**config.mk**
```make
export PLATFORM = sky130hd
export DESIGN_NAME = hss_top
export DESIGN_NICKNAME = d
export VERILOG_FILES = /design/src/logic/hss_pkg.sv /design/src/logic/hss_cmp_if.sv /design/src/logic/hss_top.sv /design/src/logic/hss_level_cmp.sv
export SDC_FILE = /design/constraint.sdc
export NUM_CORES = 2
export LEC_CHECK = 0
export ABC_AREA = 1
export BUFFER_PORTS_ARGS = -buffer_cell sky130_fd_sc_hd__buf_2
export CORE_MARGIN = 1.5
export CORE_UTILIZATION = 40
export CTS_CLUSTER_SIZE = 16
export DETAILED_ROUTE_END_ITERATION = 12
export HOLD_SLACK_MARGIN = 0.02
export PLACE_DENSITY = 0.6
export SLEW_MARGIN = 20
export SYNTH_ARGS = -nofsm -noshare
export SYNTH_HDL_FRONTEND = slang
export SYNTH_HIERARCHICAL = 1
export SYNTH_SLANG_ARGS = --single-unit
```
**constraint.sdc**
```tcl
create_clock -name core_clk -period 2.9 [get_ports core_clk]
set_input_delay 0.145 -clock core_clk [delete_from_list [all_inputs] [get_ports core_clk]]
set_output_delay 0.145 -clock core_clk [all_outputs]
set_load 0.01 [all_outputs]
```
**src/logic/hss_pkg.sv**
```systemverilog
// Constants and types for the handler sort handshake block
package hss_pkg;
    // Clock and timing
    localparam int CLK_KHZ = 40000;
    localparam int TRIG_MIN_US = 1;
    localparam int TRIG_MIN_CYC = (TRIG_MIN_US * CLK_KHZ + 999) / 1000;
    localparam int START_MIN_US = 200;
    localparam int START_MIN_CYC = (START_MIN_US * CLK_KHZ + 999) / 1000;
    localparam int CMP_TYP_US = 1000;
    localparam int CMP_TYP_CYC = CMP_TYP_US * CLK_KHZ / 1000;

    // Sizes
    localparam int NBIN = 9;
    localparam int NPT = 10;
    localparam int NLIM = 20;
    localparam int NLINE = 17;
    localparam int NKEY = 8;

    // Handler line positions
    localparam int LN_BIN0 = 0;
    localparam int LN_AUX = 9;
    localparam int LN_OUT = 10;
    localparam int LN_PRIHI = 11;
    localparam int LN_PRILO = 12;
    localparam int LN_SECREJ = 13;
    localparam int LN_INDEX = 14;
    localparam int LN_VALID = 15;
    localparam int LN_ALARM = 16;

    // Limit table slots
    localparam int LIM_LO0 = 0;
    localparam int LIM_HI0 = 9;
    localparam int LIM_SEC_LO = 18;
    localparam int LIM_SEC_HI = 19;

    // Register offsets
    localparam logic [7:0] A_CTRL = 8'h00;
    localparam logic [7:0] A_STAT = 8'h04;
    localparam logic [7:0] A_RES = 8'h08;
    localparam logic [7:0] A_LINES = 8'h0c;
    localparam logic [7:0] A_LSEL = 8'h10;
    localparam logic [7:0] A_LDATA = 8'h14;
    localparam logic [7:0] A_LAT = 8'h18;

    // Control fields and reset values
    localparam int C_TRIG_EXT = 0;
    localparam int C_LIST = 1;
    localparam int C_STEP = 2;
    localparam int C_SOFT = 3;
    localparam logic [2:0] CTRL_RST = 3'h0;
    localparam logic [4:0] LSEL_RST = 5'h00;
    localparam logic [31:0] LIM_RST = 32'h0000_0000;

    // Status fields
    localparam int S_BUSY = 0;
    localparam int S_LOCK = 1;
    localparam int S_PFAIL = 2;
    localparam int S_GRADE = 3;

    typedef enum logic [1:0] {GR_PASS, GR_TOL, GR_FAIL} hss_grade_t;
endpackage

```
**src/logic/hss_cmp_if.sv**
```systemverilog
// Link between the sequencer and the level comparator
`timescale 1ns/1ps
interface hss_cmp_if;
    import hss_pkg::*;
    logic [31:0] prim;
    logic [31:0] sec;
    logic [NLIM-1:0][31:0] lim;
    logic [NBIN-1:0] bin_hit;
    logic hi;
    logic lo;
    logic sec_rej;
    hss_grade_t grade;
    modport cmp (input prim, sec, lim,
                 output bin_hit, hi, lo, sec_rej, grade);
    modport ctl (output prim, sec, lim,
                 input bin_hit, hi, lo, sec_rej, grade);
endinterface

```
**src/logic/hss_top.sv**
```systemverilog
// Handler port sequencer with APB registers
//
// Implementation choices: the address map and the APB register port.
`timescale 1ns/1ps
module hss_top #(
    parameter int START_DLY_CYC = hss_pkg::START_MIN_CYC
) (
    input wire logic core_clk,
    input wire logic rstn,
    input wire logic psel,
    input wire logic penable,
    input wire logic pwrite,
    input wire logic [7:0] paddr,
    input wire logic [31:0] pwdata,
    output logic [31:0] prdata,
    output logic pready,
    output logic pslverr,
    input wire logic [hss_pkg::NLINE-1:0] line_in,
    output logic [hss_pkg::NLINE-1:0] line_out,
    output logic [hss_pkg::NLINE-1:0] line_oe,
    input wire logic external_trigger_in,
    input wire logic panel_lock_n,
    input wire logic pfail_in,
    input wire logic [hss_pkg::NKEY-1:0] panel_keys_in,
    output logic [hss_pkg::NKEY-1:0] panel_keys_out,
    output logic meas_start,
    input wire logic eng_analog_done,
    input wire logic eng_last_analog,
    input wire logic eng_step_done,
    input wire logic eng_cycle_done,
    input wire logic [31:0] eng_primary,
    input wire logic [31:0] eng_secondary,
    input wire logic [hss_pkg::NPT-1:0] eng_point_fail
);
    import hss_pkg::*;

    typedef enum logic [1:0] {ST_IDLE, ST_DELAY, ST_MEAS, ST_UPD} hss_state_t;

    localparam int NSY = NLINE + NKEY + 3;

    function automatic logic is_reg(input logic [7:0] a,
                                    input logic [7:0] off);
        return a == off;
    endfunction

    ////////////////////////////////////////////////////////////////////////
    // Pin synchronisers
    logic [NSY-1:0] sy1_r;
    logic [NSY-1:0] sy2_r;
    logic trig_d_r;

    wire [NSY-1:0] sy_in = {line_in, panel_keys_in, pfail_in,
                            panel_lock_n, external_trigger_in};
    wire trig_s = sy2_r[0];
    wire lock_s = !sy2_r[1];
    wire pfail_s = sy2_r[2];
    wire [NKEY-1:0] keys_s = sy2_r[NKEY+2:3];
    wire [NLINE-1:0] lines_s = sy2_r[NSY-1:NKEY+3];
    wire trig_rise = trig_s && !trig_d_r;

    always_ff @(posedge core_clk or negedge rstn) begin
        if (!rstn) begin
            sy1_r <= '0;
            sy2_r <= '0;
            trig_d_r <= 1'b0;
        end else begin
            sy1_r <= sy_in;
            sy2_r <= sy1_r;
            trig_d_r <= trig_s;
        end
    end

    ////////////////////////////////////////////////////////////////////////
    // APB slave, zero wait states
    logic [2:0] ctrl_r;
    logic [4:0] lsel_r;
    logic [NLIM-1:0][31:0] lim_r;
    logic [31:0] prdata_r;
    logic pready_r;
    logic pslverr_r;
    logic [31:0] gap_r;
    logic [31:0] lat_r;
    hss_grade_t grade_r;
    hss_state_t st_r;
    hss_state_t st_nxt;
    logic [NLINE-1:0] oe_r;
    logic [NLINE-1:0] out_r;
    logic [NKEY-1:0] keys_r;
    logic meas_start_r;

    wire setup = psel && !penable;
    wire sel_ctrl = is_reg(paddr, A_CTRL);
    wire sel_lsel = is_reg(paddr, A_LSEL);
    wire sel_ldata = is_reg(paddr, A_LDATA);
    wire addr_ok = sel_ctrl || sel_lsel || sel_ldata ||
                   is_reg(paddr, A_STAT) || is_reg(paddr, A_RES) ||
                   is_reg(paddr, A_LINES) || is_reg(paddr, A_LAT);
    wire wr_en = psel && penable && pwrite && pready_r && addr_ok;
    wire lsel_ok = lsel_r < 5'(NLIM);
    wire [31:0] lim_rd = lsel_ok ? lim_r[lsel_r] : 32'h0000_0000;
    wire busy = st_r != ST_IDLE;
    wire [31:0] stat_val = {27'h0, grade_r, pfail_s, lock_s, busy};
    wire [31:0] rd_val =
        sel_ctrl ? {29'h0, ctrl_r} :
        is_reg(paddr, A_STAT) ? stat_val :
        is_reg(paddr, A_RES) ? {15'h0, oe_r} :
        is_reg(paddr, A_LINES) ? {15'h0, lines_s} :
        sel_lsel ? {27'h0, lsel_r} :
        sel_ldata ? lim_rd :
        is_reg(paddr, A_LAT) ? lat_r : 32'h0000_0000;
    wire soft_trig = wr_en && sel_ctrl && pwdata[C_SOFT];

    always_ff @(posedge core_clk or negedge rstn) begin
        if (!rstn) begin
            prdata_r <= '0;
            pready_r <= 1'b0;
            pslverr_r <= 1'b0;
        end else begin
            pready_r <= setup;
            pslverr_r <= setup && !addr_ok;
            if (setup && !pwrite) begin
                prdata_r <= rd_val;
            end
        end
    end

    // Out of range limit slots swallow writes
    always_ff @(posedge core_clk or negedge rstn) begin
        if (!rstn) begin
            ctrl_r <= CTRL_RST;
            lsel_r <= LSEL_RST;
            lim_r <= {NLIM{LIM_RST}};
        end else begin
            if (wr_en && sel_ctrl) begin
                ctrl_r <= pwdata[2:0];
            end
            if (wr_en && sel_lsel) begin
                lsel_r <= pwdata[4:0];
            end
            if (wr_en && sel_ldata && lsel_ok) begin
                lim_r[lsel_r] <= pwdata;
            end
        end
    end

    ////////////////////////////////////////////////////////////////////////
    // Measurement sequencer
    wire ext_mode = ctrl_r[C_TRIG_EXT];
    wire list_mode = ctrl_r[C_LIST];
    wire step_mode = ctrl_r[C_LIST] && ctrl_r[C_STEP];
    wire trig_req = ext_mode ? trig_rise : soft_trig;
    wire trig_acc = (st_r == ST_IDLE) && trig_req;
    wire dly_done = gap_r == 32'(START_DLY_CYC - 1);
    wire in_meas = st_r == ST_MEAS;
    wire upd = in_meas && eng_cycle_done;

    always_comb begin
        st_nxt = st_r;
        unique case (st_r)
            ST_IDLE: begin
                if (trig_acc) begin
                    st_nxt = ST_DELAY;
                end
            end
            ST_DELAY: begin
                if (dly_done) begin
                    st_nxt = ST_MEAS;
                end
            end
            ST_MEAS: begin
                if (eng_cycle_done) begin
                    st_nxt = ST_UPD;
                end
            end
            ST_UPD: begin
                st_nxt = ST_IDLE;
            end
        endcase
    end

    // Counter doubles as trigger to result latency
    always_ff @(posedge core_clk or negedge rstn) begin
        if (!rstn) begin
            st_r <= ST_IDLE;
            gap_r <= '0;
            lat_r <= '0;
            meas_start_r <= 1'b0;
        end else begin
            st_r <= st_nxt;
            meas_start_r <= (st_r == ST_DELAY) && dly_done;
            if (trig_acc) begin
                gap_r <= '0;
            end else if (gap_r != '1) begin
                gap_r <= gap_r + 32'h1;
            end
            if (st_r == ST_UPD) begin
                lat_r <= gap_r;
            end
        end
    end

    ////////////////////////////////////////////////////////////////////////
    // Comparison and handler lines
    hss_cmp_if cif ();
    hss_level_cmp u_cmp (
        .c(cif.cmp)
    );
    assign cif.prim = eng_primary;
    assign cif.sec = eng_secondary;
    assign cif.lim = lim_r;

    wire lvl_fail = cif.grade == GR_FAIL;
    wire [NBIN-1:0] lvl_bins = lvl_fail ? '0 : cif.bin_hit;
    wire [NBIN-1:0] bins_nxt = list_mode ? eng_point_fail[NBIN-1:0] :
                               lvl_bins;
    wire aux_nxt = list_mode && eng_point_fail[NPT-1];
    wire out_nxt = list_mode ? |eng_point_fail : lvl_fail;
    wire [LN_SECREJ:0] res_nxt = {
        !list_mode && cif.sec_rej,
        !list_mode && cif.lo,
        !list_mode && cif.hi,
        out_nxt, aux_nxt, bins_nxt};

    wire idx_set = in_meas && eng_analog_done &&
                   (!list_mode || step_mode || eng_last_analog);
    wire valid_step = in_meas && step_mode && eng_step_done;
    wire valid_clr = in_meas && step_mode && eng_analog_done;

    // Asserted line means transistor on: enable high, level low
    always_ff @(posedge core_clk or negedge rstn) begin
        if (!rstn) begin
            oe_r <= '0;
            out_r <= '0;
            grade_r <= GR_PASS;
        end else begin
            out_r <= '0;
            if (upd) begin
                oe_r[LN_SECREJ:0] <= res_nxt;
                grade_r <= cif.grade;
            end
            if (trig_acc) begin
                oe_r[LN_INDEX] <= 1'b0;
            end else if (idx_set) begin
                oe_r[LN_INDEX] <= 1'b1;
            end
            // valid one cycle after results
            // Set wins over a step clear in the same cycle
            if (st_r == ST_UPD || valid_step) begin
                oe_r[LN_VALID] <= 1'b1;
            end else if (trig_acc || valid_clr) begin
                oe_r[LN_VALID] <= 1'b0;
            end
            oe_r[LN_ALARM] <= pfail_s;
        end
    end

    always_ff @(posedge core_clk or negedge rstn) begin
        if (!rstn) begin
            keys_r <= '0;
        end else begin
            keys_r <= lock_s ? '0 : keys_s;
        end
    end

    assign line_oe = oe_r;
    assign line_out = out_r;
    assign panel_keys_out = keys_r;
    assign meas_start = meas_start_r;
    assign prdata = prdata_r;
    assign pready = pready_r;
    assign pslverr = pslverr_r;
endmodule

```
**src/logic/hss_level_cmp.sv**
```systemverilog
// Level sorting comparator against the nine bin limits
`timescale 1ns/1ps
module hss_level_cmp (
    hss_cmp_if.cmp c
);
    import hss_pkg::*;

    logic [NBIN-1:0] inb;
    logic [NBIN-1:0] abv;
    logic [NBIN-1:0] blw;
    logic [NBIN-1:0] first;

    genvar i;
    generate
        for (i = 0; i < NBIN; i++) begin : g_bin
            assign abv[i] = c.prim > c.lim[LIM_HI0 + i];
            assign blw[i] = c.prim < c.lim[LIM_LO0 + i];
            assign inb[i] = !abv[i] && !blw[i];
        end
    endgenerate

    // Overlapping bins resolve to the lowest one
    assign first = inb & (~inb + NBIN'(1));
    assign c.bin_hit = first;
    assign c.hi = &abv;
    assign c.lo = &blw;
    assign c.sec_rej = (c.sec < c.lim[LIM_SEC_LO]) ||
                    (c.sec > c.lim[LIM_SEC_HI]);
    assign c.grade = (first == '0 || c.sec_rej) ? GR_FAIL :
                     first[0] ? GR_PASS : GR_TOL;
endmodule

```
==> impl_metrics.yaml <==
hold_path:
  hold_path_class: "input port to register"
  min_from: "pwdata[26]"
  min_delay_worst_endpoint: "cif.lim[186]"
  holdPathStages: 3
detailed_routing:
  ant_nets: 0
  via_count: 48233
  dr.pass1.iters: 6
  avgViaCountPerCell: 5.22
  drt-initial-drc-count: 3933
  wl_mm: 181
  wire_per_inst_um: 19.6
  drc_errors: 0
timing:
  fin_hold_ws_ns: 0.0624
  fin_crit_sh_pct: 103
  slew_headroom_pct: 23.5
  max_freq_ghz: 0.333
  setup_slack_ns: -0.100
  worst_pin_slew_ns: 1.15
  finalClockSkew_ns: 0.0312
  hold_viol: 0
  rsz0062_at_grt: "yes"
  drv_slew: 0
  finalSetupViolations: 10
  fin_crit_ns: 3.00
floorplan:
  coreArea_mm2: 0.131
  die_area_mm2: 0.134
  num_rows: 133
  die_w_um: 367
  die_h_um: 367
  start_util_pct: 40.3
  pin_count: 228
pwr:
  power_leakage_uw: 0.0300
  cellPowerDensity_mw_per_mm2: 450
  ir_drop_mv: 0.435
  clkPwrFrac_pct: 46.0
  p_comb_share_pct: 11.8
  power_frac_seq_pct: 42.2
  p_switching_uw: 7680
  swShare_pct: 26.9
  p_int_uw: 20900
logic_synthesis:
  syn_area_mm2: 0.0529
  yosysTopAreaCell: "dfrtp_1"
  ys_seq_area_share_pct: 39.4
  synth.distinct_cells: 54
  synthDominantCellAreaShare_pct: 39.4
  ys_warn_count: 6
  synthCells: 6869
  synth.avg_cell_area_um2: 7.70
  netlist_top_cells_area: "dfrtp_1, ha_1, nand2_1"
  ys_seq_elements: 833
placement:
  dp.cells: 9002
  place_ws_ns: -0.413
  place.gp.congestion: 0.959
  io_buffers: 210
  dp.final_hpwl_mm: 135
finish:
  area_growth_pct: 20.1
  fin_util_pct: 48.4
  drive_above_1_share_pct: 13.0
  fin_cells: 9247
  final_nets: 8196
setup_path:
  crit_type: "register to register"
  startpoint: "cif.lim[73]"
  cp-end-kind: "register"
  r2r_start: "cif.lim[73]"
  regToRegSetupSlack_ns: -0.10
  start_kind: "register"
  reg2reg_to: "line_oe[5]"
  cp.required_ns: 3.54
  arrival_ns: 3.64
  r2r_cells: 18
  crit_fanout: 4
status:
  status: "complete, but fails checks"
  violations: "negative setup slack"
global_route:
  overflow: 0
  grtUsageTotal_pct: 26.7
  antenna_found_initial: 8
  grt_pass1_wl_mm: 279
  grt_pass1_vias: 46879
  grt_max_degree: 114
run:
  cap_violations: 0
clock_network:
  cts_sinks: 833
  cts_buffers: 97
  cts.path.max_buffers: 3
  cts_tree: "built"
  cts_root_buf: "clkbuf_16"
  htreeDepth: 3
  worstSkewPairLatency_ns: 0.73
  path_clk_slew_ns: 0.06
## worst max path at each step
| stage | to | slack [ns] | cells past startpoint |
|---|---|---|---|
| finish | line_oe[5] | -0.10 | 18 |
| global route | line_oe[0] | -0.23 | 19 |
| CTS | line_oe[6] | -0.05 | 19 |
| detailed placement | line_oe[6] | -0.41 | 18 |
| global placement | line_oe[8] | -0.44 | 19 |
| floorplan | line_oe[0] | 0.44 | 18 |
## per-layer routing
layer  share of wire [%]  vias to the layer above  track usage, %
met3                 5.6                      341            3.53
met4                 4.3                        2            10.7
met5              0.0083                        -               0
met2                  46                     1425            44.0
li1                    -                    23538               -
met1                  44                    22927            35.3
## cells in the mapped netlist, drive strengths merged
cell / number
a21boi: 2
a21o: 8
a21oi: 365
a22oi: 188
a31oi: 7
a41oi: 1
and2: 28
and3: 4
buf: 174
clkbuf: 146
clkinv: 1
conb: 1
dfrtp: 833
ha: 636
inv: 888
mux2: 4
nand2: 2120
nand3: 115
nand3b: 4
nand4: 109
nor2: 274
nor3: 53
nor3b: 4
nor4: 25
o211ai: 15
o21a: 22
o21ai: 811
o21bai: 5
o221ai: 2
o22ai: 5
o311ai: 1
or2: 6
or3: 1
xnor2: 6
xor2: 5
## what timing repair did
action | 4_1_cts | 5_1_grt
hold buffers | 54 | 0
setup endpoints to repair | 12 | 12
pin swaps | 15 | 11
endpoints found under the hold margin | 595 | 0
gates resized for setup | 28 | 25
setup buffers | 7 | 2
cloned | 1 | 0
## state kept, by name (all words and copies together) (netlist names)
| name | cells |
|---|---|
| lsel_r | 5 |
| sy1_r | 28 |
| grade_r | 2 |
| cif.lim | 640 |
| meas_start | 1 |
| lat_r | 32 |
| panel_keys_out | 8 |
| ctrl_r | 3 |
| pready | 1 |
| trig_d_r | 1 |
| sy2_r | 28 |
| st_r | 2 |
| gap_r | 32 |
| line_oe | 17 |
| prdata | 32 |
| pslverr | 1 |
## worst max-delay path: stages, from the launching register on
cell	delay (ns)
dfrtp_1	0.35
inv_1	0.07
ha_1	0.29
a21o_1	0.16
nand3_1	0.06
a21oi_1	0.06
nor2_1	0.20
buf_4	0.15
nand2_1	0.18
nand2_1	0.12
nand2_1	0.07
nand2_1	0.11
nand2_2	0.07
nor2_4	0.16
inv_2	0.09
nor3b_2	0.37
buf_4	0.21
nand2_2	0.05
a22oi_1	0.14
## power groups by stage
stage	clock, µW	combinational (µW)	sequential [µW]
3_3_place_gp	0	3130	12300
5_1_grt	13800	3750	12100
4_1_cts	13400	3300	12100
3_5_place_dp	0	3200	12300
2_1_floorplan	0	1550	12200
6_report	13200	3370	12100
## layout by cell type, fill, tap and decap left out, types with 9 or more instances in the layout
cell type / Yosys / layout
clkbuf_16: 0 / 101
dlygate4sd3_1: 0 / 53
nor2_2: 7 / 12
nand2_1: 2089 / 2075
clkbuf_1: 146 / 13
conb_1: 1 / 17
nand3_1: 113 / 112
and2_1: 12 / 12
nor2_1: 262 / 251
nand4_1: 108 / 108
nand2_2: 6 / 17
o211ai_1: 15 / 15
dfrtp_1: 833 / 833
buf_2: 141 / 209
a21oi_1: 365 / 361
inv_1: 885 / 882
buf_12: 0 / 76
nor4_1: 17 / 16
bufinv_16: 0 / 9
nor3_1: 50 / 45
nand2_4: 24 / 27
clkbuf_8: 0 / 26
o21ai_1: 640 / 642
and2_0: 15 / 15
clkinv_2: 0 / 20
a22oi_1: 188 / 185
buf_4: 17 / 403
o21ai_0: 171 / 169
nor4_2: 8 / 9
ha_1: 636 / 633
o21a_1: 22 / 22
## cells by family (layout without fill, tap and decap cells)
family,Yosys count,count (layout),synth area share (%)
muxes,4,4,0.0852
AOI/OAI and AO/OA,1432,1432,14.7
DFF,833,833,39.4
and+or+nand+nor,2743,2743,21.5
buffers and inverters,1209,1811,9.04
adders and majority gates,636,636,15.0
other,1,22,0.00709
xor gates and xnor gates,11,11,0.182
## layout make-up
type | instances | area (µm²)
tap | 1755 | 2200
clock buffer | 140 | 2930
clock inverter | 37 | 435
multi-input combinational | 4843 | 27600
antenna | 5 | 12.5
fill | 12774 | 67800
inverter | 889 | 3340
sequential | 833 | 20800
timing repair buffer | 745 | 6190
## metrics by stage
stage	total power [µW]	cell area, µm²	setup TNS [ns]
6_report	28600	63500	-0.620
5_1_grt	29600	63500	-2.00
4_1_cts	28700	63400	-0.215
3_5_place_dp	15500	59300	-3.82
3_3_place_gp	15400	59300	-4.60
2_1_floorplan	13800	53000	0
Note: power is estimated with default switching activity, not from simulation.
